--- src/logic/wdt_consts.svh ---
// Watchdog constants: offsets, fields, reset values and divider counts
// Operation
// RL1 - 15-bit counter decrements per count tick
// RL2 - Protection mode selectable enabled or disabled
// RL3 - CPU clock unprotected, low-speed oscillator protected
// RL4 - Reinit on reset, underflow, 00h-then-FFh refresh
// RL5 - Start automatically or on start register write
// RL6 - Halt in stop/wait unless protection enabled
// RL7 - Underflow: interrupt or reset; protected always reset
// RL8 - Software refreshes after watchdog interrupt
// RL9 - Auto-start option 0 starts after reset
// RL10 - Protection option 0 enables protection after reset
// RL11 - Prescaler divides by 16 or 128
// RL12 - Control register bits 4-0 show counter top
// RL13 - Reinitialisation loads all ones
`ifndef WDT_CONSTS_SVH
`define WDT_CONSTS_SVH
`define WDT_CNT_W          15
`define WDT_TOP_W          5
`define WDT_ADDR_REFRESH   8'h0D
`define WDT_ADDR_START     8'h0E
`define WDT_ADDR_CONTROL   8'h0F
`define WDT_ADDR_PROTECT   8'h1C
`define WDT_ADDR_CONFIG    8'h1D
`define WDT_ADDR_STATUS    8'h20
`define WDT_ADDR_CLEAR     8'h21
`define WDT_ADDR_ENABLE    8'h22
`define WDT_REFRESH_ARM    8'h00
`define WDT_REFRESH_FIRE   8'hFF
`define WDT_CTRL_PRESC_BIT 7
`define WDT_PROT_BIT       7
`define WDT_CFG_URST_BIT   0
`define WDT_EV_W           2
`define WDT_EV_UF_IRQ      0
`define WDT_EV_UF_ANY      1
`define WDT_DIV_W          7
`define WDT_DIV16_LAST     7'h0F
`define WDT_DIV128_LAST    7'h7F
`define WDT_RDATA_RST      8'h00
`endif

--- src/logic/wdt_pkg.sv ---
// Watchdog types
package wdt_pkg;
  typedef enum logic [1:0] {
    wdt_ref_idle  = 2'b01,
    wdt_ref_armed = 2'b10
  } wdt_ref_state_t;
endpackage

--- src/logic/wdt_core.sv ---
// Watchdog timer core with register port and interrupt status
`timescale 1ns/1ps
`default_nettype none
`include "wdt_consts.svh"
module wdt_core #(
  parameter int CNT_W = `WDT_CNT_W
) (
  input  wire logic       clock_in,         // 20 MHz clock
  input  wire logic       rst_b_in,         // System reset, low
  input  wire logic [7:0] addr_in,          // Register address
  input  wire logic [7:0] wdata_in,         // Write data
  input  wire logic       wr_in,            // Write strobe
  input  wire logic       rd_in,            // Read strobe
  output logic      [7:0] rdata_out,        // Read data, next cycle
  input  wire logic       cpu_tick_in,      // CPU clock tick
  input  wire logic       loco_tick_in,     // Low-speed osc tick
  input  wire logic       stop_mode_in,     // CPU in stop mode
  input  wire logic       wait_mode_in,     // CPU in wait mode
  input  wire logic       auto_start_select_in,       // Option strap
  input  wire logic       protect_after_reset_select_in, // Strap
  output logic            wdt_reset_out,    // Watchdog reset pulse
  output logic            irq_out           // Level interrupt
);
  localparam logic [CNT_W-1:0] CNT_MAX = {CNT_W{1'b1}};

  wdt_pkg::wdt_ref_state_t ref_state;
  wdt_pkg::wdt_ref_state_t next_ref_state;
  logic [CNT_W-1:0]        cnt;
  logic                    strap_done;
  logic                    running;
  logic                    protect;
  logic                    presc_sel;
  logic                    urst_sel;
  logic [`WDT_EV_W-1:0]    status;
  logic [`WDT_EV_W-1:0]    enable;
  logic [`WDT_EV_W-1:0]    ev_set;
  logic                    tick_src;
  logic                    halted;
  logic                    cnt_run;
  logic                    count_pulse;
  logic                    underflow;
  logic                    refresh_hit;
  logic                    reload;
  logic                    wr_refresh;

  assign wr_refresh = wr_in && (addr_in == `WDT_ADDR_REFRESH);

  // Protection switches to the oscillator so a stopped CPU clock
  // cannot freeze the watchdog
  assign tick_src = protect ? loco_tick_in : cpu_tick_in;      // RL3
  assign halted   = !protect && (stop_mode_in || wait_mode_in); // RL6
  assign cnt_run  = running && !halted;

  wdt_presc u_presc (
    .clock_in  (clock_in),
    .rst_b_in  (rst_b_in),
    .tick_in   (tick_src && cnt_run),
    .clr_in    (reload),
    .sel_in    (presc_sel),
    .pulse_out (count_pulse)
  );

  // A refresh in the same cycle beats the last step
  assign underflow   = count_pulse && (cnt == '0) && !refresh_hit;
  assign refresh_hit = wr_refresh && (wdata_in == `WDT_REFRESH_FIRE)
                       && (ref_state == wdt_pkg::wdt_ref_armed);   // RL4
  assign reload      = underflow || refresh_hit;

  // Refresh sequence: 00h arms, FFh fires, anything else disarms
  always_comb begin
    next_ref_state = ref_state;
    if (wr_refresh) begin
      if (wdata_in == `WDT_REFRESH_ARM) begin
        next_ref_state = wdt_pkg::wdt_ref_armed;                   // RL4
      end else begin
        next_ref_state = wdt_pkg::wdt_ref_idle;
      end
    end
  end

  always_ff @(posedge clock_in or negedge rst_b_in) begin
    if (!rst_b_in) begin
      ref_state <= wdt_pkg::wdt_ref_idle;
    end else begin
      case (ref_state)
        wdt_pkg::wdt_ref_idle:  ref_state <= next_ref_state;
        wdt_pkg::wdt_ref_armed: ref_state <= next_ref_state;
        default:                ref_state <= wdt_pkg::wdt_ref_idle;
      endcase
    end
  end

  always_ff @(posedge clock_in or negedge rst_b_in) begin
    if (!rst_b_in) begin
      cnt <= CNT_MAX;                                              // RL13
    end else if (reload) begin
      cnt <= CNT_MAX;                                              // RL4
    end else if (count_pulse) begin
      cnt <= cnt - {{(CNT_W-1){1'b0}}, 1'b1};                      // RL1
    end
  end

  // Straps are caught on the first edge after reset release
  always_ff @(posedge clock_in or negedge rst_b_in) begin
    if (!rst_b_in) begin
      strap_done <= 1'b0;
    end else begin
      strap_done <= 1'b1;
    end
  end

  always_ff @(posedge clock_in or negedge rst_b_in) begin
    if (!rst_b_in) begin
      running <= 1'b0;
    end else if (!strap_done) begin
      running <= !auto_start_select_in;                            // RL9
    end else if (wr_in && (addr_in == `WDT_ADDR_START)) begin
      running <= 1'b1;                                             // RL5
    end
  end

  // Once on, protection cannot be turned off by software
  always_ff @(posedge clock_in or negedge rst_b_in) begin
    if (!rst_b_in) begin
      protect <= 1'b0;
    end else if (!strap_done) begin
      protect <= !protect_after_reset_select_in;                   // RL10
    end else if (wr_in && (addr_in == `WDT_ADDR_PROTECT)
                 && wdata_in[`WDT_PROT_BIT]) begin
      protect <= 1'b1;                                             // RL2
    end
  end

  always_ff @(posedge clock_in or negedge rst_b_in) begin
    if (!rst_b_in) begin
      presc_sel <= 1'b0;
    end else if (wr_in && (addr_in == `WDT_ADDR_CONTROL)) begin
      presc_sel <= wdata_in[`WDT_CTRL_PRESC_BIT];                  // RL11
    end
  end

  always_ff @(posedge clock_in or negedge rst_b_in) begin
    if (!rst_b_in) begin
      urst_sel <= 1'b0;
    end else if (wr_in && (addr_in == `WDT_ADDR_CONFIG)) begin
      urst_sel <= wdata_in[`WDT_CFG_URST_BIT];
    end
  end

  always_ff @(posedge clock_in or negedge rst_b_in) begin
    if (!rst_b_in) begin
      wdt_reset_out <= 1'b0;
    end else begin
      wdt_reset_out <= underflow && (protect || urst_sel);          // RL7
    end
  end

  always_comb begin
    ev_set = '0;
    ev_set[`WDT_EV_UF_IRQ] = underflow && !protect && !urst_sel;   // RL7
    ev_set[`WDT_EV_UF_ANY] = underflow;
  end

  // A new event in the clearing cycle survives the clear
  always_ff @(posedge clock_in or negedge rst_b_in) begin
    if (!rst_b_in) begin
      status <= '0;
    end else if (wr_in && (addr_in == `WDT_ADDR_CLEAR)) begin
      status <= (status & ~wdata_in[`WDT_EV_W-1:0]) | ev_set;
    end else begin
      status <= status | ev_set;
    end
  end

  always_ff @(posedge clock_in or negedge rst_b_in) begin
    if (!rst_b_in) begin
      enable <= '0;
    end else if (wr_in && (addr_in == `WDT_ADDR_ENABLE)) begin
      enable <= wdata_in[`WDT_EV_W-1:0];
    end
  end

  assign irq_out = |(status & enable);

  // Reserved control bits read as zero; unmapped addresses read zero
  always_ff @(posedge clock_in or negedge rst_b_in) begin
    if (!rst_b_in) begin
      rdata_out <= `WDT_RDATA_RST;
    end else if (rd_in) begin
      case (addr_in)
        `WDT_ADDR_CONTROL: rdata_out <= {presc_sel, 2'b00,
                                         cnt[CNT_W-1 -: `WDT_TOP_W]}; // RL12
        `WDT_ADDR_PROTECT: rdata_out <= {protect, 7'h00};
        `WDT_ADDR_CONFIG:  rdata_out <= {7'h00, urst_sel};
        `WDT_ADDR_STATUS:  rdata_out <= {6'h00, status};
        `WDT_ADDR_ENABLE:  rdata_out <= {6'h00, enable};
        default:           rdata_out <= `WDT_RDATA_RST;
      endcase
    end else begin
      rdata_out <= `WDT_RDATA_RST;
    end
  end
endmodule
`default_nettype wire

--- src/logic/wdt_presc.sv ---
// Watchdog prescaler: divides count-source ticks by 16 or 128
`timescale 1ns/1ps
`default_nettype none
`include "wdt_consts.svh"
module wdt_presc (
  input  wire logic clock_in,   // System clock
  input  wire logic rst_b_in,   // Async reset, active low
  input  wire logic tick_in,    // Count-source tick, gated
  input  wire logic clr_in,     // Restart division
  input  wire logic sel_in,     // 0: /16, 1: /128
  output logic      pulse_out   // One tick per division
);
  logic [`WDT_DIV_W-1:0] div_cnt;
  logic [`WDT_DIV_W-1:0] last;

  assign last = sel_in ? `WDT_DIV128_LAST : `WDT_DIV16_LAST; // RL11

  // Pulse is combinational so the counter steps in the same cycle
  // Clear stays out of the pulse term: the core builds clear from it
  assign pulse_out = tick_in && (div_cnt >= last); // RL11

  always_ff @(posedge clock_in or negedge rst_b_in) begin
    if (!rst_b_in) begin
      div_cnt <= '0;
    end else if (clr_in) begin
      div_cnt <= '0;
    end else if (tick_in) begin
      // A >= compare keeps a /128 to /16 switch from wrapping long
      if (div_cnt >= last) begin
        div_cnt <= '0;
      end else begin
        div_cnt <= div_cnt + 7'h01;
      end
    end
  end
endmodule
`default_nettype wire

--- config.mk ---
export PLATFORM = sky130hd
export DESIGN_NAME = wdt_core
export DESIGN_NICKNAME = d
export VERILOG_FILES = /design/src/logic/wdt_pkg.sv /design/src/logic/wdt_core.sv /design/src/logic/wdt_presc.sv
export VERILOG_INCLUDE_DIRS = /design/src /design/src/logic
export SDC_FILE = /design/constraint.sdc
export NUM_CORES = 1
export LEC_CHECK = 0
export ABC_AREA = 0
export BUFFER_PORTS_ARGS = -buffer_cell sky130_fd_sc_hd__buf_2
export CORE_MARGIN = 2
export CORE_UTILIZATION = 56
export DETAILED_ROUTE_END_ITERATION = 8
export PLACE_DENSITY = 0.79
export SYNTH_ARGS = -nofsm -noshare
export SYNTH_HDL_FRONTEND = slang
export SYNTH_SLANG_ARGS = --single-unit
--- constraint.sdc ---
create_clock -name clock_in -period 2.2 [get_ports clock_in]
set_input_delay 0.11 -clock clock_in [delete_from_list [all_inputs] [get_ports clock_in]]
set_output_delay 0.11 -clock clock_in [all_outputs]
set_load 0.02 [all_outputs]
**Word-level counts from Yosys, hierarchy flattened**

Cells that the tools add are included.

- Add/subtract/negate cells: 2
- Magnitude comparators: 1
- Eq/ne operators: 14
- Muxes and demuxes: 17
- Bitwise gates (word level): 5
- Reduce and logical (&&, ||, !) cells: 34

Operator list:

| cell | count |
|---|---|
| case mux 8 bit (5 select lines) | 1 |
| two-way mux 15 bit | 2 |
| two-way mux 7 bit | 4 |
| equality test 8 x 4 -> 1 bit, second input constant | 3 |
| equality test 8 x 6 -> 1 bit, second input constant | 3 |
| logical AND 1 bit | 19 |
| equality test 8 x 5 -> 1 bit, second input constant | 2 |
| logical NOT 15 bit | 1 |
| subtractor 15 x 1 -> 15 bit, second input constant | 1 |
| equality test 8 bit, second input constant | 1 |
| logical NOT 8 bit | 1 |
| two-way mux 2 bit | 4 |
| two-way mux 8 bit | 1 |
| adder 7 x 1 -> 7 bit, second input constant | 1 |
| greater-or-equal comparator 7 bit | 1 |
| logical NOT 1 bit | 6 |
| inequality test 2 x 1 -> 1 bit, second input constant | 3 |
| two-way mux 1 bit | 5 |
| bitwise AND 2 bit | 2 |
| bitwise OR 2 bit | 2 |
| nonzero test 2 bit | 2 |
| OR reduction 2 bit | 2 |
| logical OR 1 bit | 3 |
| equality test 2 x 1 -> 1 bit, second input constant | 1 |
| other kinds (2) | 2 |

- Bits in registers: 42
- Input port bits: 26
- Output and inout bits: 10
- Word-level logic and storage cells: 85

**Depth between registers and ports, before layout**

Gate-level depths: netlist (run 1).

- Word-level depth: 12
- Mapped depth: 8
- Mapped depth without buffers: 7

**Hierarchy**

From an unflattened synthesis (run 1), not the netlist that was laid out.

- Cell total of the unflattened synthesis: 222
- Area total of the unflattened synthesis: 2244.7 um^2

By module, submodules not included:

| module | times used | cells an instance | area each (um^2) |
|---|---|---|---|
| wdt_core | 1 | 176 | 1769.2 |
| wdt_presc | 1 | 46 | 475.5 |

**Worst setup path before layout (run 1)**

No wires, ideal clock.

- Path type: reg2reg
- Start point: reg protect
- End point: reg cnt[8]
- Data arrival time: 1.894 ns
- Path slack: 0.222 ns
- Cell stages (with the launch flop): 6
- Clock period less this slack: 1.978 ns
- Path through: dfrtp_1 -> or4b_4 -> a21boi_4 -> a21boi_4 -> nand3_2 -> a221o_1

- Word-level cells in the longest chain between the ends: 10

Ends and longest elaborated chain:

| item | RTL line | source |
|---|---|---|
| start: declaration | wdt_core.sv:31 | `logic protect;` |
| start signal: assignment | wdt_core.sv:127 | `protect <= !protect_after_reset_select_in;` |
| logical NOT 1 bit | wdt_core.sv:51 | `assign halted = !protect && (stop_mode_in \|\| wait_mode_in);` |
| logical AND 1 bit | wdt_core.sv:51 |  |
| logical NOT 1 bit | wdt_core.sv:52 | `assign cnt_run = running && !halted;` |
| logical AND 1 bit | wdt_core.sv:52 |  |
| logical AND 1 bit * | wdt_core.sv:57 | `.tick_in (tick_src && cnt_run),` |
| logical AND 1 bit * | wdt_presc.sv:20 | `assign pulse_out = tick_in && (div_cnt >= last);` |
| logical AND 1 bit (2 in series) | wdt_core.sv:64 | `assign underflow = count_pulse && (cnt == '0) && !refresh_hit;` |
| logical OR 1 bit | wdt_core.sv:67 | `assign reload = underflow \|\| refresh_hit;` |
| two-way mux 15 bit or nonzero test 2 bit (tied branches) | -- |  |
| end signal: assignment | wdt_core.sv:99 | `cnt <= cnt - {{(CNT_W-1){1'b0}}, 1'b1};` |
| end: declaration | wdt_core.sv:28 | `logic [CNT_W-1:0] cnt;` |

Every way passes the cells marked *; elsewhere a longest branch is shown, timed or not.
A chain may end at the register's enable or synchronous reset.

**Worst setup path after layout (run 1)**

- Start point: reg presc_sel
- End point: reg cnt[0]

- Word-level cells in the longest chain between the ends: 7

Ends and longest elaborated chain:

| item | RTL line | source |
|---|---|---|
| start: declaration | wdt_core.sv:32 | `logic presc_sel;` |
| start signal: assignment | wdt_core.sv:138 | `` presc_sel <= wdata_in[`WDT_CTRL_PRESC_BIT]; `` |
| two-way mux 7 bit (no source line) * | -- |  |
| greater-or-equal comparator 7 bit * | wdt_presc.sv:20 |  |
| logical AND 1 bit * | wdt_presc.sv:20 |  |
| logical AND 1 bit (2 in series) | wdt_core.sv:64 |  |
| logical OR 1 bit | wdt_core.sv:67 |  |
| two-way mux 15 bit or nonzero test 2 bit (tied branches) | -- |  |

Marked as above.

==> results of run 1 <==
==> what timing repair did <==
action,4_1_cts,5_1_grt
resized for setup,0,0
buffers inserted,0,3
hold buffers,3,0
setup endpoints to repair,0,9
hold endpoints to repair,26,0
==> final cells by class <==
type / count / area [um2] / area share, %
sequential: 40 / 1020 / 37.7
clock inverter: 1 / 30.0 / 1.11
clock buffer: 7 / 96.3 / 3.56
multi-input combinational: 187 / 1190 / 43.9
tap: 50 / 62.6 / 2.31
timing repair buffer: 47 / 275 / 10.2
inverter: 9 / 33.8 / 1.25
==> sequential cells by signal, summed over array words and instances (netlist names) <==
register         count
enable               2
status               2
wdt_reset_out        1
urst_sel             1
strap_done           1
presc_sel            1
u_presc.div_cnt      7
cnt                 15
protect              1
rdata_out            6
ref_state            2
running              1
==> logic make-up (layout without fill, tap and decap cells) <==
| logic type | after synthesis | in the layout | synth area share (%) |
|---|---|---|---|
| and+or+nand+nor | 110 | 110 | 25.9 |
| AOI/OAI and AO/OA | 55 | 55 | 16.6 |
| DFF | 40 | 40 | 44.6 |
| buffers and inverters | 17 | 64 | 3.61 |
| adders and majority gates | 7 | 7 | 3.82 |
| muxes | 7 | 7 | 3.28 |
| xor gates and xnor gates | 5 | 5 | 1.91 |
| other | 2 | 3 | 0.328 |
==> routing by layer <==
| layer | track usage [%] | vias up |
|---|---|---|
| met3 | 4.93 | 10 |
| li1 | - | 981 |
| met5 | 0 | - |
| met2 | 41.3 | 44 |
| met4 | 10.8 | 0 |
| met1 | 31.3 | 912 |
==> cell usage after synthesis, types with 2 or more instances <==
| cell | n |
|---|---|
| nor2_1 | 26 |
| mux2i_1 | 3 |
| conb_1 | 2 |
| nor4b_1 | 3 |
| nand3_1 | 8 |
| or4_1 | 2 |
| clkbuf_1 | 4 |
| o21a_1 | 2 |
| nor3_1 | 8 |
| a21oi_1 | 15 |
| and4_1 | 4 |
| or2_2 | 2 |
| mux2_2 | 4 |
| nand2_1 | 21 |
| o32a_1 | 3 |
| nor4_1 | 5 |
| and3_1 | 8 |
| dfstp_2 | 16 |
| a21boi_4 | 2 |
| dfrtp_1 | 24 |
| nand3_2 | 2 |
| a2bb2oi_1 | 4 |
| inv_1 | 9 |
| xor2_1 | 4 |
| buf_4 | 3 |
| or3_1 | 2 |
| nand4_1 | 7 |
| ha_1 | 7 |
| nor2b_1 | 3 |
| a22oi_1 | 2 |
| and2_1 | 2 |
| nand2b_1 | 3 |
| o31ai_1 | 5 |
| o21ai_0 | 15 |
==> through the flow <==
stage / cells / total power [W] / setup WS (ns) / utilization [%] / cell area [um2]
2_1_floorplan: 244 / 0.00153 / 0.222 / - / 2290
3_3_place_gp: 327 / 0.00174 / 0.192 / 63.8 / 2530
3_5_place_dp: 327 / 0.00176 / 0.132 / 63.8 / 2530
4_1_cts: 338 / 0.00243 / 0.114 / 67.7 / 2690
5_1_grt: 341 / 0.00259 / 0.0128 / 68.2 / 2710
6_report: 341 / 0.00243 / 0.143 / 68.2 / 2710
==> report_power, final <==
group / internal [W] / total, W / switching (W) / leakage (nW)
Clock: 0.000400 / 0.000652 / 0.000252 / 0.0645
Sequential: 0.000903 / 0.00104 / 0.000137 / 0.481
Combinational: 0.000335 / 0.000738 / 0.000404 / 0.714
Total: 0.00164 / 0.00243 / 0.000793 / 1.26
==> final timing paths <==
| kind | endpoint | slack, ns | depth (start not counted) |
|---|---|---|---|
| max reg2reg | cnt[0] | 0.14 | 8 |
| max in group asynchronous | enable[1] | 1.21 | 2 |
| min reg2reg | protect | 0.49 | 1 |
| max | cnt[0] | 0.14 | 8 |
| min in group asynchronous | protect | 0.46 | 2 |
| min | enable[1] | 0.09 | 2 |
==> metrics.md, run 1 <==
| Metric | Value |
|---|---|
| Peak supply drop | `slightly above 0.5 mV` |
| Top sig layer | `met4` |
| Via/cell ratio | `around 5.7` |
| Worst EP required | `between 2 and 2.5 ns` |
| Final global-route overflow total | `0` |
| Final Max Tran Viols | `0` |
| Crit-path max FO | `14` |
| Number of global-route vias before repair | `approximately 1900` |
| First-pass GRT wire length | `8.54 mm` |
| Dominant cell type by area after synthesis | `dfrtp_1` |
| Residual DRC count | `0` |
| Status | `finished clean` |
| Crit-path cells | `inv_1 -> ha_1 -> nand3_1 -> or3_1 -> a21boi_4 -> buf_4 -> a21oi_1 -> a211o_1` |
| CTS tree | `done` |
| Num CTS Buffers | `5` |
| Synth area leaders | `dfrtp_1, dfstp_2, nor2_1, ha_1, nand2_1` |
| CP endpoint kind | `flip-flop` |
| Share of cells above drive strength 1 | `between 20% and 30%` |
| CTS sink count | `40` |
| Delay of the slowest cell on the worst path | `roughly 0.37 ns` |
| Die H | `between 60 and 70 um` |
| Max-Cap Viols | `0` |
| Worst hold path class | `input pin to flip-flop` |
| Final Skew | `roughly 0.0063 ns` |
| Initial Util | `just under 60%` |
| PortBufs | `33` |
| Synth Flop Type | `dfrtp_1` |
| ANT cells | `0` |
| Cell family with most CP delay | `compound AO/OA/AOI/OAI gates` |
| Cell Area, Synth | `2290 um2` |
| DRT Pass-1 Iters | `4` |
| Worst Path Buf+Inv | `2` |
| Final Hold Viols | `0` |
| Root Buffer | `clkbuf_8` |
| CP startpoint kind | `flip-flop` |
| Initial antenna violation count | `0` |
| RSZ-0062 raised after global routing | `no` |
| Sequential cell area fraction in the yosys report | `between 40 and 50%` |
| Tightest Pin Transition | `around 0.85 ns` |
| Period minus WS final | `around 2 ns` |
| Routed met3 length | `~220 um` |
| Hold path start | `wdata_in[1]` |
| DP Wirelength | `between 3 and 4 mm` |
| EDFF count, synth | `0` |
| Clock Latency Late Sink | `around 0.29 ns` |
| Slowest CP cell | `dfrtp_1` |
| Leak | `1.26 nW` |
| Detailed Route WL | `between 5 and 6 mm` |
| Worst-path clk slew | `around 0.08 ns` |
| All-layer global routing usage | `around a quarter` |
| Commonest non-fill, non-tap cell in the layout | `buf_2` |
| Clock buffer depth | `2` |
| Yosys warns | `0` |
| Via count | `between 1500 and 2000` |
| Fill cells | `about 340` |
| Async SR Flop Fraction | `between 90% and 100%` |
| DRT met1 WL | `2.29 mm` |
| CP Launch Point | `presc_sel` |
| Pin count of the biggest net entering global routing | `41` |
| Initial DRC Count | `around 150` |
| Met2 routed WL | `~2.5 mm` |
| Synth Register Bits | `40` |
| Routed Antenna Nets | `0` |
| Hold WS | `0.0941 ns` |
| Synth top area share | `between 20% and 30%` |
| Power per cell area | `roughly 900 nW/um2` |
| Area Growth Syn to Fin | `18.3%` |
| Fmax | `486 MHz` |
| Post-Synthesis Cells | `approximately 240` |
| Die area | `approximately 4600 um2` |
| Chip Width | `67.9 um` |
| CTS H-tree lvls | `2` |
| Nets@finish | `around 320` |
| Site Rows | `23` |
| Worst EP arrival | `between 2 and 2.5 ns` |
| Commonest non-fill, non-tap cells in the layout | `buf_2, nor2_1, dfrtp_1` |
| Synth unique cells | `47` |
| Worst slew margin | `a little over two fifths` |
| Final setup viols | `0` |
| CORE AREA | `between 3000 and 4000 um2` |
| Routability cong. | `approximately 0.87` |
| Setup Total Neg Slack | `0 ns` |
| IO Count | `36` |
| Reg2reg start | `presc_sel` |
| CP Class | `flip-flop to flip-flop` |
| Tcrit/Tclk final | `just over 90%` |
| WL/cell | `14.9 um` |
| Syn_area_per_cell | `9.42 um2` |
Note: power is estimated with default switching activity, not from simulation.
==> inputs of run 2 (changes only) <==
- SYNTH_HIERARCHICAL: unset -> 1
==> run 2 against run 1 <==
Net effect:
- the flow now finishes with violations (setup timing)
- via count rose by 0.62%
- final cell count fell by 2.3%
- sequential share of layout area fell by 3.4 points
- cell area rose by 10%
- clock power fell by 7.7%
- worst hold slack improved by 0.0085 ns
- clock-buffer cell count fell by 2
- largest cell class unchanged
- sequential power rose by 11%
- critical path type unchanged
- non-clock buffer count rose by 16
- worst setup slack got worse by 0.21 ns
- die area fell by 1.9%
==> metrics.md, run 2 <==
| Metric | Value |
|---|---|
| Status | `complete, but fails checks (was finished clean)` |
| Violated checks | `setup timing` |
| Initial Util | `57.4% (was 57.7%)` |
| Synth top area share | `26.8% (was 26.2%)` |
| Leak | `1.34 nW (was 1.26 nW)` |
| Dominant cell by count in the synthesized netlist | `dfrtp_1 (was nor2_1)` |
| Setup ws final | `-0.0692 ns (was 0.143 ns)` |
| Num CTS Buffers | `5 (unchanged)` |
| Pin count of the biggest net entering global routing | `41 (unchanged)` |
| Final Total Pwr | `0.00277 W (was 0.00243 W)` |
| Fmax | `441 MHz (was 486 MHz)` |
| IO Count | `36 (unchanged)` |
| Die H | `67.3 um (was 67.9 um)` |
| Cell Area, Synth | `2240 um2 (was 2290 um2)` |
| Largest regs | `cnt: 15 flops, u_presc/div_cnt: 7 flops, rdata_out: 6 flops (was cnt: 15 flops, u_presc.div_cnt: 7 flops, rdata_out: 6 flops)` |
| Routed Antenna Nets | `0 (unchanged)` |
| Syn_area_per_cell | `10.1 um2 (was 9.42 um2)` |
| CTS sink count | `40 (unchanged)` |
| DRT Pass-1 Iters | `4 (unchanged)` |
| Root Buffer | `clkbuf_8 (unchanged)` |
| Final Hold Viols | `0 (unchanged)` |
| DP Wirelength | `3.53 mm (was 3.62 mm)` |
| Peak supply drop | `0.733 mV (was 0.515 mV)` |
| Number of global-route vias before repair | `1905 (was 1921)` |
| Max reg flops | `15 (unchanged)` |
| Final setup viols | `12 (was 0)` |
| Area Growth Syn to Fin | `32.7% (was 18.3%)` |
| Synth Flop Type | `dfrtp_1 (unchanged)` |
| Die area | `4530 um2 (was 4620 um2)` |
| Chip Width | `67.3 um (was 67.9 um)` |
| Commonest non-fill, non-tap cell in the layout | `buf_2 (unchanged)` |
| Clock Latency Late Sink | `0.30 ns (was 0.29 ns)` |
| Via count | `1959 (was 1947)` |
| Post-Synthesis Cells | `222 (was 243)` |
| Worst hold path class | `input pin to flip-flop (unchanged)` |
| Period minus WS final | `2.27 ns (was 2.06 ns)` |
| Fill cells | `247 (was 335)` |
| Final Max Tran Viols | `0 (unchanged)` |
| Residual DRC count | `0 (unchanged)` |
| CORE AREA | `3910 um2 (was 3970 um2)` |
| Power per cell area | `931 nW/um2 (was 897 nW/um2)` |
| Worst-path clk slew | `0.09 ns (was 0.08 ns)` |
| Crit-path max FO | `3 (was 14)` |
| Final global-route overflow total | `0 (unchanged)` |
| Worst EP arrival | `2.47 ns (was 2.28 ns)` |
| Synth unique cells | `55 (was 47)` |
| Most frequent cells after synthesis | `dfrtp_1, dfstp_2, nand3_1 (was nor2_1, dfrtp_1, nand2_1)` |
| Dominant cell type by area after synthesis | `dfrtp_1 (unchanged)` |
| Largest Register | `cnt (unchanged)` |
| EDFF count, synth | `0 (unchanged)` |
| Commonest non-fill, non-tap cells in the layout | `buf_2, buf_4, dfrtp_1 (was buf_2, nor2_1, dfrtp_1)` |
| Final design utilization | `76.1% (was 68.2%)` |
| CP Class | `flip-flop to flip-flop (unchanged)` |
| Sequential cell area fraction in the yosys report | `45.5% (was 44.6%)` |
| Clock buffer depth | `2 (unchanged)` |
| Worst slew margin | `43.0% (was 43.5%)` |
| Worst EP required | `2.40 ns (was 2.43 ns)` |
| Nets@finish | `315 (was 323)` |
| ANT cells | `0 (unchanged)` |
| Detailed Route WL | `5.25 mm (was 5.08 mm)` |
| PortBufs | `33 (unchanged)` |
| Yosys warns | `6 (was 0)` |
| RSZ-0062 raised after global routing | `yes (was no)` |
| Tightest Pin Transition | `0.855 ns (was 0.848 ns)` |
| Async SR Flop Fraction | `100% (unchanged)` |
| Site Rows | `23 (unchanged)` |
| CTS H-tree lvls | `2 (unchanged)` |
| All-layer global routing usage | `25.3% (was 24.8%)` |
| Final Skew | `0.0155 ns (was 0.00633 ns)` |
| Routability cong. | `0.870 (about the same)` |
| CP endpoint kind | `flip-flop (unchanged)` |
| Share of cells above drive strength 1 | `45.6% (was 27.1%)` |
| Initial antenna violation count | `0 (unchanged)` |
| CTS tree | `done (unchanged)` |
| WL/cell | `15.8 um (was 14.9 um)` |
| Synth area leaders | `dfrtp_1, dfstp_2, ha_1, xnor2_1, nand3_1 (was dfrtp_1, dfstp_2, nor2_1, ha_1, nand2_1)` |
| Initial DRC Count | `124 (was 148)` |
| Synth Register Bits | `40 (unchanged)` |
| First-pass GRT wire length | `8.41 mm (was 8.54 mm)` |
| Max-Cap Viols | `0 (unchanged)` |
| CP startpoint kind | `flip-flop (unchanged)` |
| Via/cell ratio | `5.88 (was 5.71)` |
| Tcrit/Tclk final | `103% (was 93.5%)` |
==> run 2: cell types whose count changed in the layout (fill, tap and decap cells not counted), moves of 5 or more <==
cell,delta
nor2_1,-17
buf_4,+16
nand2_1,-11
a21oi_1,-9
o21ai_0,-9
nor3_2,+7
xnor2_1,+7
and3_1,-5
==> run 2: what timing repair did <==
item | in CTS | in global routing
hold buffers | 3 | 0
buffers inserted | 6 | 0
pin swaps | 15 | 7
hold endpoints to repair | 26 | 0
setup endpoints to repair | 9 | 19
gates resized for setup | 13 | 14
==> run 2: metal layers <==
layer | vias up | wire [um] | global-route usage, %
li1 | 946 | - | -
met1 | 943 | 2170 | 29.9
met2 | 56 | 2680 | 43.4
met3 | 14 | 289 | 6.17
met4 | 0 | 107 | 11.2
met5 | - | 0 | 0
==> run 2: kinds of logic after synthesis <==
family          after synthesis  synth area share (%)
simple gates                 99                  26.6
flops                        40                  45.5
compound gates               37                  11.8
buf+inv                      19                  4.29
xor+xnor                     13                  5.07
fa+ha+maj                     7                  3.90
mux                           5                  2.51
other cells                   2                 0.335
==> run 2: report_power, final <==
part           switching (W)  leakage [nW]  internal, W  total (W)
clock network       0.000266        0.0541     0.000336   0.000602
logic               0.000517         0.807     0.000507    0.00102
registers           0.000175         0.482     0.000972    0.00115
==> run 2: worst max-delay path, stage by stage (launching register included) <==
cell and delay, ns:
dfrtp_1 0.42, inv_4 0.11, ha_4 0.22, a21oi_2 0.14, nor2b_2 0.06, o31a_4 0.33
nor4b_4 0.14, nand3_2 0.10, nand2_4 0.08, buf_6 0.13, buf_4 0.14, nand3b_1 0.17
o32ai_1 0.14
==> run 2: area by class of cell <==
class | count | area [um2] | area share (%)
clock inverter | 3 | 42.5 | 1.43
clock buffer | 5 | 68.8 | 2.31
tap | 50 | 62.6 | 2.10
inverter | 8 | 32.5 | 1.09
multi-input combinational | 164 | 1350 | 45.3
timing repair buffer | 63 | 402 | 13.5
sequential | 40 | 1020 | 34.3
==> run 2: worst paths after layout <==
kind | from | end | slack (ns) | cells past startpoint
setup reg to reg | presc_sel | u_presc/div_cnt[1] | -0.07 | 12
max in group asynchronous | rst_b_in | ref_state[1] | 1.21 | 2
min in group asynchronous | rst_b_in | u_presc/div_cnt[5] | 0.45 | 2
hold reg to reg | ref_state[1] | ref_state[1] | 0.49 | 1
hold / removal | wdata_in[0] | urst_sel | 0.10 | 2
setup / recovery | presc_sel | u_presc/div_cnt[1] | -0.07 | 12
==> run 2: through the flow <==
| step | area (um2) | instances | setup TNS (ns) | hold slack, ns | setup WS [ns] |
|---|---|---|---|---|---|
| 3_5_place_dp | 2640 | 317 | -0.369 | 0.274 | -0.144 |
| 3_3_place_gp | 2640 | 317 | 0 | 0.262 | 0.0000482 |
| 5_1_grt | 2980 | 333 | -1.90 | 0.100 | -0.181 |
| 4_1_cts | 2910 | 333 | -0.858 | 0.0922 | -0.134 |
| 6_report | 2980 | 333 | -0.460 | 0.103 | -0.0692 |
| 2_1_floorplan | 2330 | 223 | -1.03 | -0.186 | -0.236 |
==> inputs of run 3 (changes only) <==
- CORE_MARGIN: 2 -> unset
- HOLD_SLACK_MARGIN: unset -> 0.05
- SETUP_SLACK_MARGIN: unset -> 0.2
==> run 3 against run 2 <==
Net effect:
- the run still ends with setup timing left
- register-to-register slack better by 0.04 ns
- critical path depth unchanged
- via count up 1.3%
- critical endpoint is now u_presc/div_cnt[5]
- highest routed layer unchanged
==> metrics.md, run 3 (synthesized netlist as in run 2, its figures left out) <==
| Metric | Value |
|---|---|
| Largest Register | `cnt (unchanged)` |
| Tcrit/Tclk final | `101% (was 103%)` |
| Clock buffer depth | `2 (unchanged)` |
| Via/cell ratio | `5.96 (was 5.88)` |
| Pre-CTS WS | `-0.123 ns (was -0.144 ns)` |
| Area Growth Syn to Fin | `31.7% (was 32.7%)` |
| Die H | `65.3 um (was 67.3 um)` |
| RSZ-0062 raised after global routing | `yes (unchanged)` |
| Leak | `1.34 nW (about the same)` |
| Pin count of the biggest net entering global routing | `41 (unchanged)` |
| CTS sink count | `40 (unchanged)` |
| FF-to-FF setup slack | `-0.03 ns (was -0.07 ns)` |
| RR Endpoint | `u_presc/div_cnt[5] (was u_presc/div_cnt[1])` |
| Chip Width | `65.3 um (was 67.3 um)` |
| CP Launch Point | `presc_sel (unchanged)` |
| Pint | `0.00172 W (was 0.00181 W)` |
| Setup ws final | `-0.0318 ns (was -0.0692 ns)` |
| Crit-path max FO | `5 (was 3)` |
| Hold path start | `rd_in (was wdata_in[0])` |
| Residual DRC count | `0 (unchanged)` |
| DP Wirelength | `3.73 mm (was 3.53 mm)` |
| Commonest non-fill, non-tap cells in the layout | `buf_2, buf_4, dfrtp_1 (unchanged)` |
| Design area | `2960 um2 (was 2980 um2)` |
| Final Hold Viols | `0 (unchanged)` |
| Via count | `1985 (was 1959)` |
| Worst hold path class | `input pin to flip-flop (unchanged)` |
| Final setup viols | `2 (was 12)` |
| Flop pwr share | `42.5% (was 41.4%)` |
| Sw Ratio | `35.4% (was 34.6%)` |
| Routability cong. | `0.849 (was 0.870)` |
| All-layer global routing usage | `27.6% (was 25.3%)` |
| Hold endpoint | `rdata_out[7] (was urst_sel)` |
| CTS H-tree lvls | `2 (unchanged)` |
| First-pass GRT wire length | `8.84 mm (was 8.41 mm)` |
| Post-Place Cell Area | `2710 um2 (was 2640 um2)` |
| Initial antenna violation count | `0 (unchanged)` |
| Reg2reg start | `presc_sel (unchanged)` |
| Tightest Pin Transition | `0.895 ns (was 0.855 ns)` |
| Final Total Pwr | `0.00267 W (was 0.00277 W)` |
| Worst slew margin | `40.3% (was 43.0%)` |
| Final global-route overflow total | `0 (unchanged)` |
| Detailed Route WL | `5.52 mm (was 5.25 mm)` |
| CP endpoint kind | `flip-flop (unchanged)` |
| WL/cell | `16.6 um (was 15.8 um)` |
| Peak supply drop | `0.592 mV (was 0.733 mV)` |
| Worst r2r path cells | `12 (unchanged)` |
| Commonest non-fill, non-tap cell in the layout | `buf_2 (unchanged)` |
| Initial Util | `60.0% (was 57.4%)` |
| CORE AREA | `3740 um2 (was 3910 um2)` |
| Site Rows | `22 (was 23)` |
| Worst EP required | `2.39 ns (was 2.40 ns)` |
| Fmax | `448 MHz (was 441 MHz)` |
| Die area | `4270 um2 (was 4530 um2)` |
| Root Buffer | `clkbuf_8 (unchanged)` |
| Num CTS Buffers | `5 (unchanged)` |
| Worst EP arrival | `2.42 ns (was 2.47 ns)` |
| Share of cells above drive strength 1 | `44.6% (was 45.6%)` |
| Status | `complete, but fails checks (unchanged)` |
| Worst hold stages | `2 (unchanged)` |
| Clock Latency Late Sink | `0.30 ns (about the same)` |
| CTS tree | `done (unchanged)` |
| Combinational group share of total power | `38.6% (was 36.9%)` |
| CP Class | `flip-flop to flip-flop (unchanged)` |
| Placed insts | `321 (was 317)` |
| Number of global-route vias before repair | `1942 (was 1905)` |
| Max-Cap Viols | `0 (unchanged)` |
| Max reg flops | `15 (unchanged)` |
| ANT cells | `0 (unchanged)` |
| Fill cells | `230 (was 247)` |
| Power per cell area | `902 nW/um2 (was 931 nW/um2)` |
| Period minus WS final | `2.23 ns (was 2.27 ns)` |
| Psw | `0.000943 W (was 0.000958 W)` |
| Initial DRC Count | `100 (was 124)` |
| Storage cell area | `1020 um2 (unchanged)` |
| Finished Layout Cells | `333 (unchanged)` |
| IO Count | `36 (unchanged)` |
| Final Skew | `0.0118 ns (was 0.0155 ns)` |
| Violated checks | `setup timing (unchanged)` |
| CP startpoint kind | `flip-flop (unchanged)` |
| DRT Pass-1 Iters | `4 (unchanged)` |
| Final Max Tran Viols | `0 (unchanged)` |
| Nets@finish | `317 (was 315)` |
| Worst-path clk slew | `0.08 ns (was 0.09 ns)` |
| Routed Antenna Nets | `0 (unchanged)` |
| PortBufs | `33 (unchanged)` |
| Largest regs | `cnt: 15 flops, u_presc/div_cnt: 7 flops, rdata_out: 6 flops (unchanged)` |
| Clock power share | `18.9% (was 21.7%)` |
| Multi-input logic area | `1330 um2 (was 1350 um2)` |
## run 3: changes by cell type in the layout (fill, tap and decap cells not counted), sizes merged
cell	before	now
clkbuf	5	8
buf	60	62
bufinv	1	0
clkinvlp	1	0
clkinv	1	0
## run 3: what timing repair did
item	CTS	global route
hold buffers	3	0
endpoints found under the hold margin	26	0
buffers inserted	0	1
endpoints found under the setup margin	19	25
pin swaps	9	5
resized for setup	11	9
## run 3: per-layer routing
metal | part of all wire (%) | global-route usage [%]
met1 | 44 | 33.3
met2 | 49 | 46.3
met3 | 5.3 | 7.29
met4 | 1.4 | 11.7
met5 | 0 | 0
## run 3: how the worst max path moves through the flow
stage / cells past startpoint / endpoint / slack, ns
6_report: 12 / u_presc/div_cnt[5] / -0.03
2_1_floorplan: 13 / u_presc/div_cnt[6] / -0.24
3_3_place_gp: 11 / u_presc/div_cnt[6] / 0.007
3_5_place_dp: 11 / u_presc/div_cnt[6] / -0.12
5_1_grt: 12 / u_presc/div_cnt[5] / -0.14
4_1_cts: 12 / u_presc/div_cnt[2] / -0.009
## run 3: area by class of cell
cell class | count | share of cell area, %
Inverter | 8 | 1.02
Sequential cell | 40 | 34.5
Tap cell | 48 | 2.03
Clock buffer | 8 | 3.05
Timing Repair Buffer | 65 | 14.3
Multi-Input combinational cell | 164 | 45.0
## run 3: critical path, cell delays in order (launching register included)
cell and delay, ns:
dfrtp_1 0.40, inv_2 0.11, ha_4 0.22, a21oi_2 0.11, nor2b_1 0.07, o31a_4 0.35, nor4b_4 0.14, nand3_2 0.10
nand2_4 0.09, buf_6 0.14, o2111ai_2 0.16, xor2_1 0.19, nor3_2 0.05
## run 3: power by group through the flow
| stage | clock (W) | combinational [W] | sequential [W] |
|---|---|---|---|
| 6_report | 0.000503 | 0.00103 | 0.00113 |
| 4_1_cts | 0.000499 | 0.000979 | 0.00113 |
| 5_1_grt | 0.000537 | 0.00112 | 0.00116 |
| 3_3_place_gp | 0 | 0.000907 | 0.00113 |
| 3_5_place_dp | 0 | 0.000942 | 0.00114 |
| 2_1_floorplan | 0 | 0.000623 | 0.00114 |
## run 3: through the flow
| stage | TNS [ns] | hold WS, ns | utilization, % |
|---|---|---|---|
| CTS | -0.0184 | 0.108 | 77.4 |
| detailed placement | -0.458 | 0.274 | 72.4 |
| global placement | 0 | 0.257 | 72.4 |
| global route | -0.786 | 0.118 | 79.0 |
| floorplan | -1.24 | -0.186 | - |
| finish | -0.0536 | 0.109 | 79.0 |
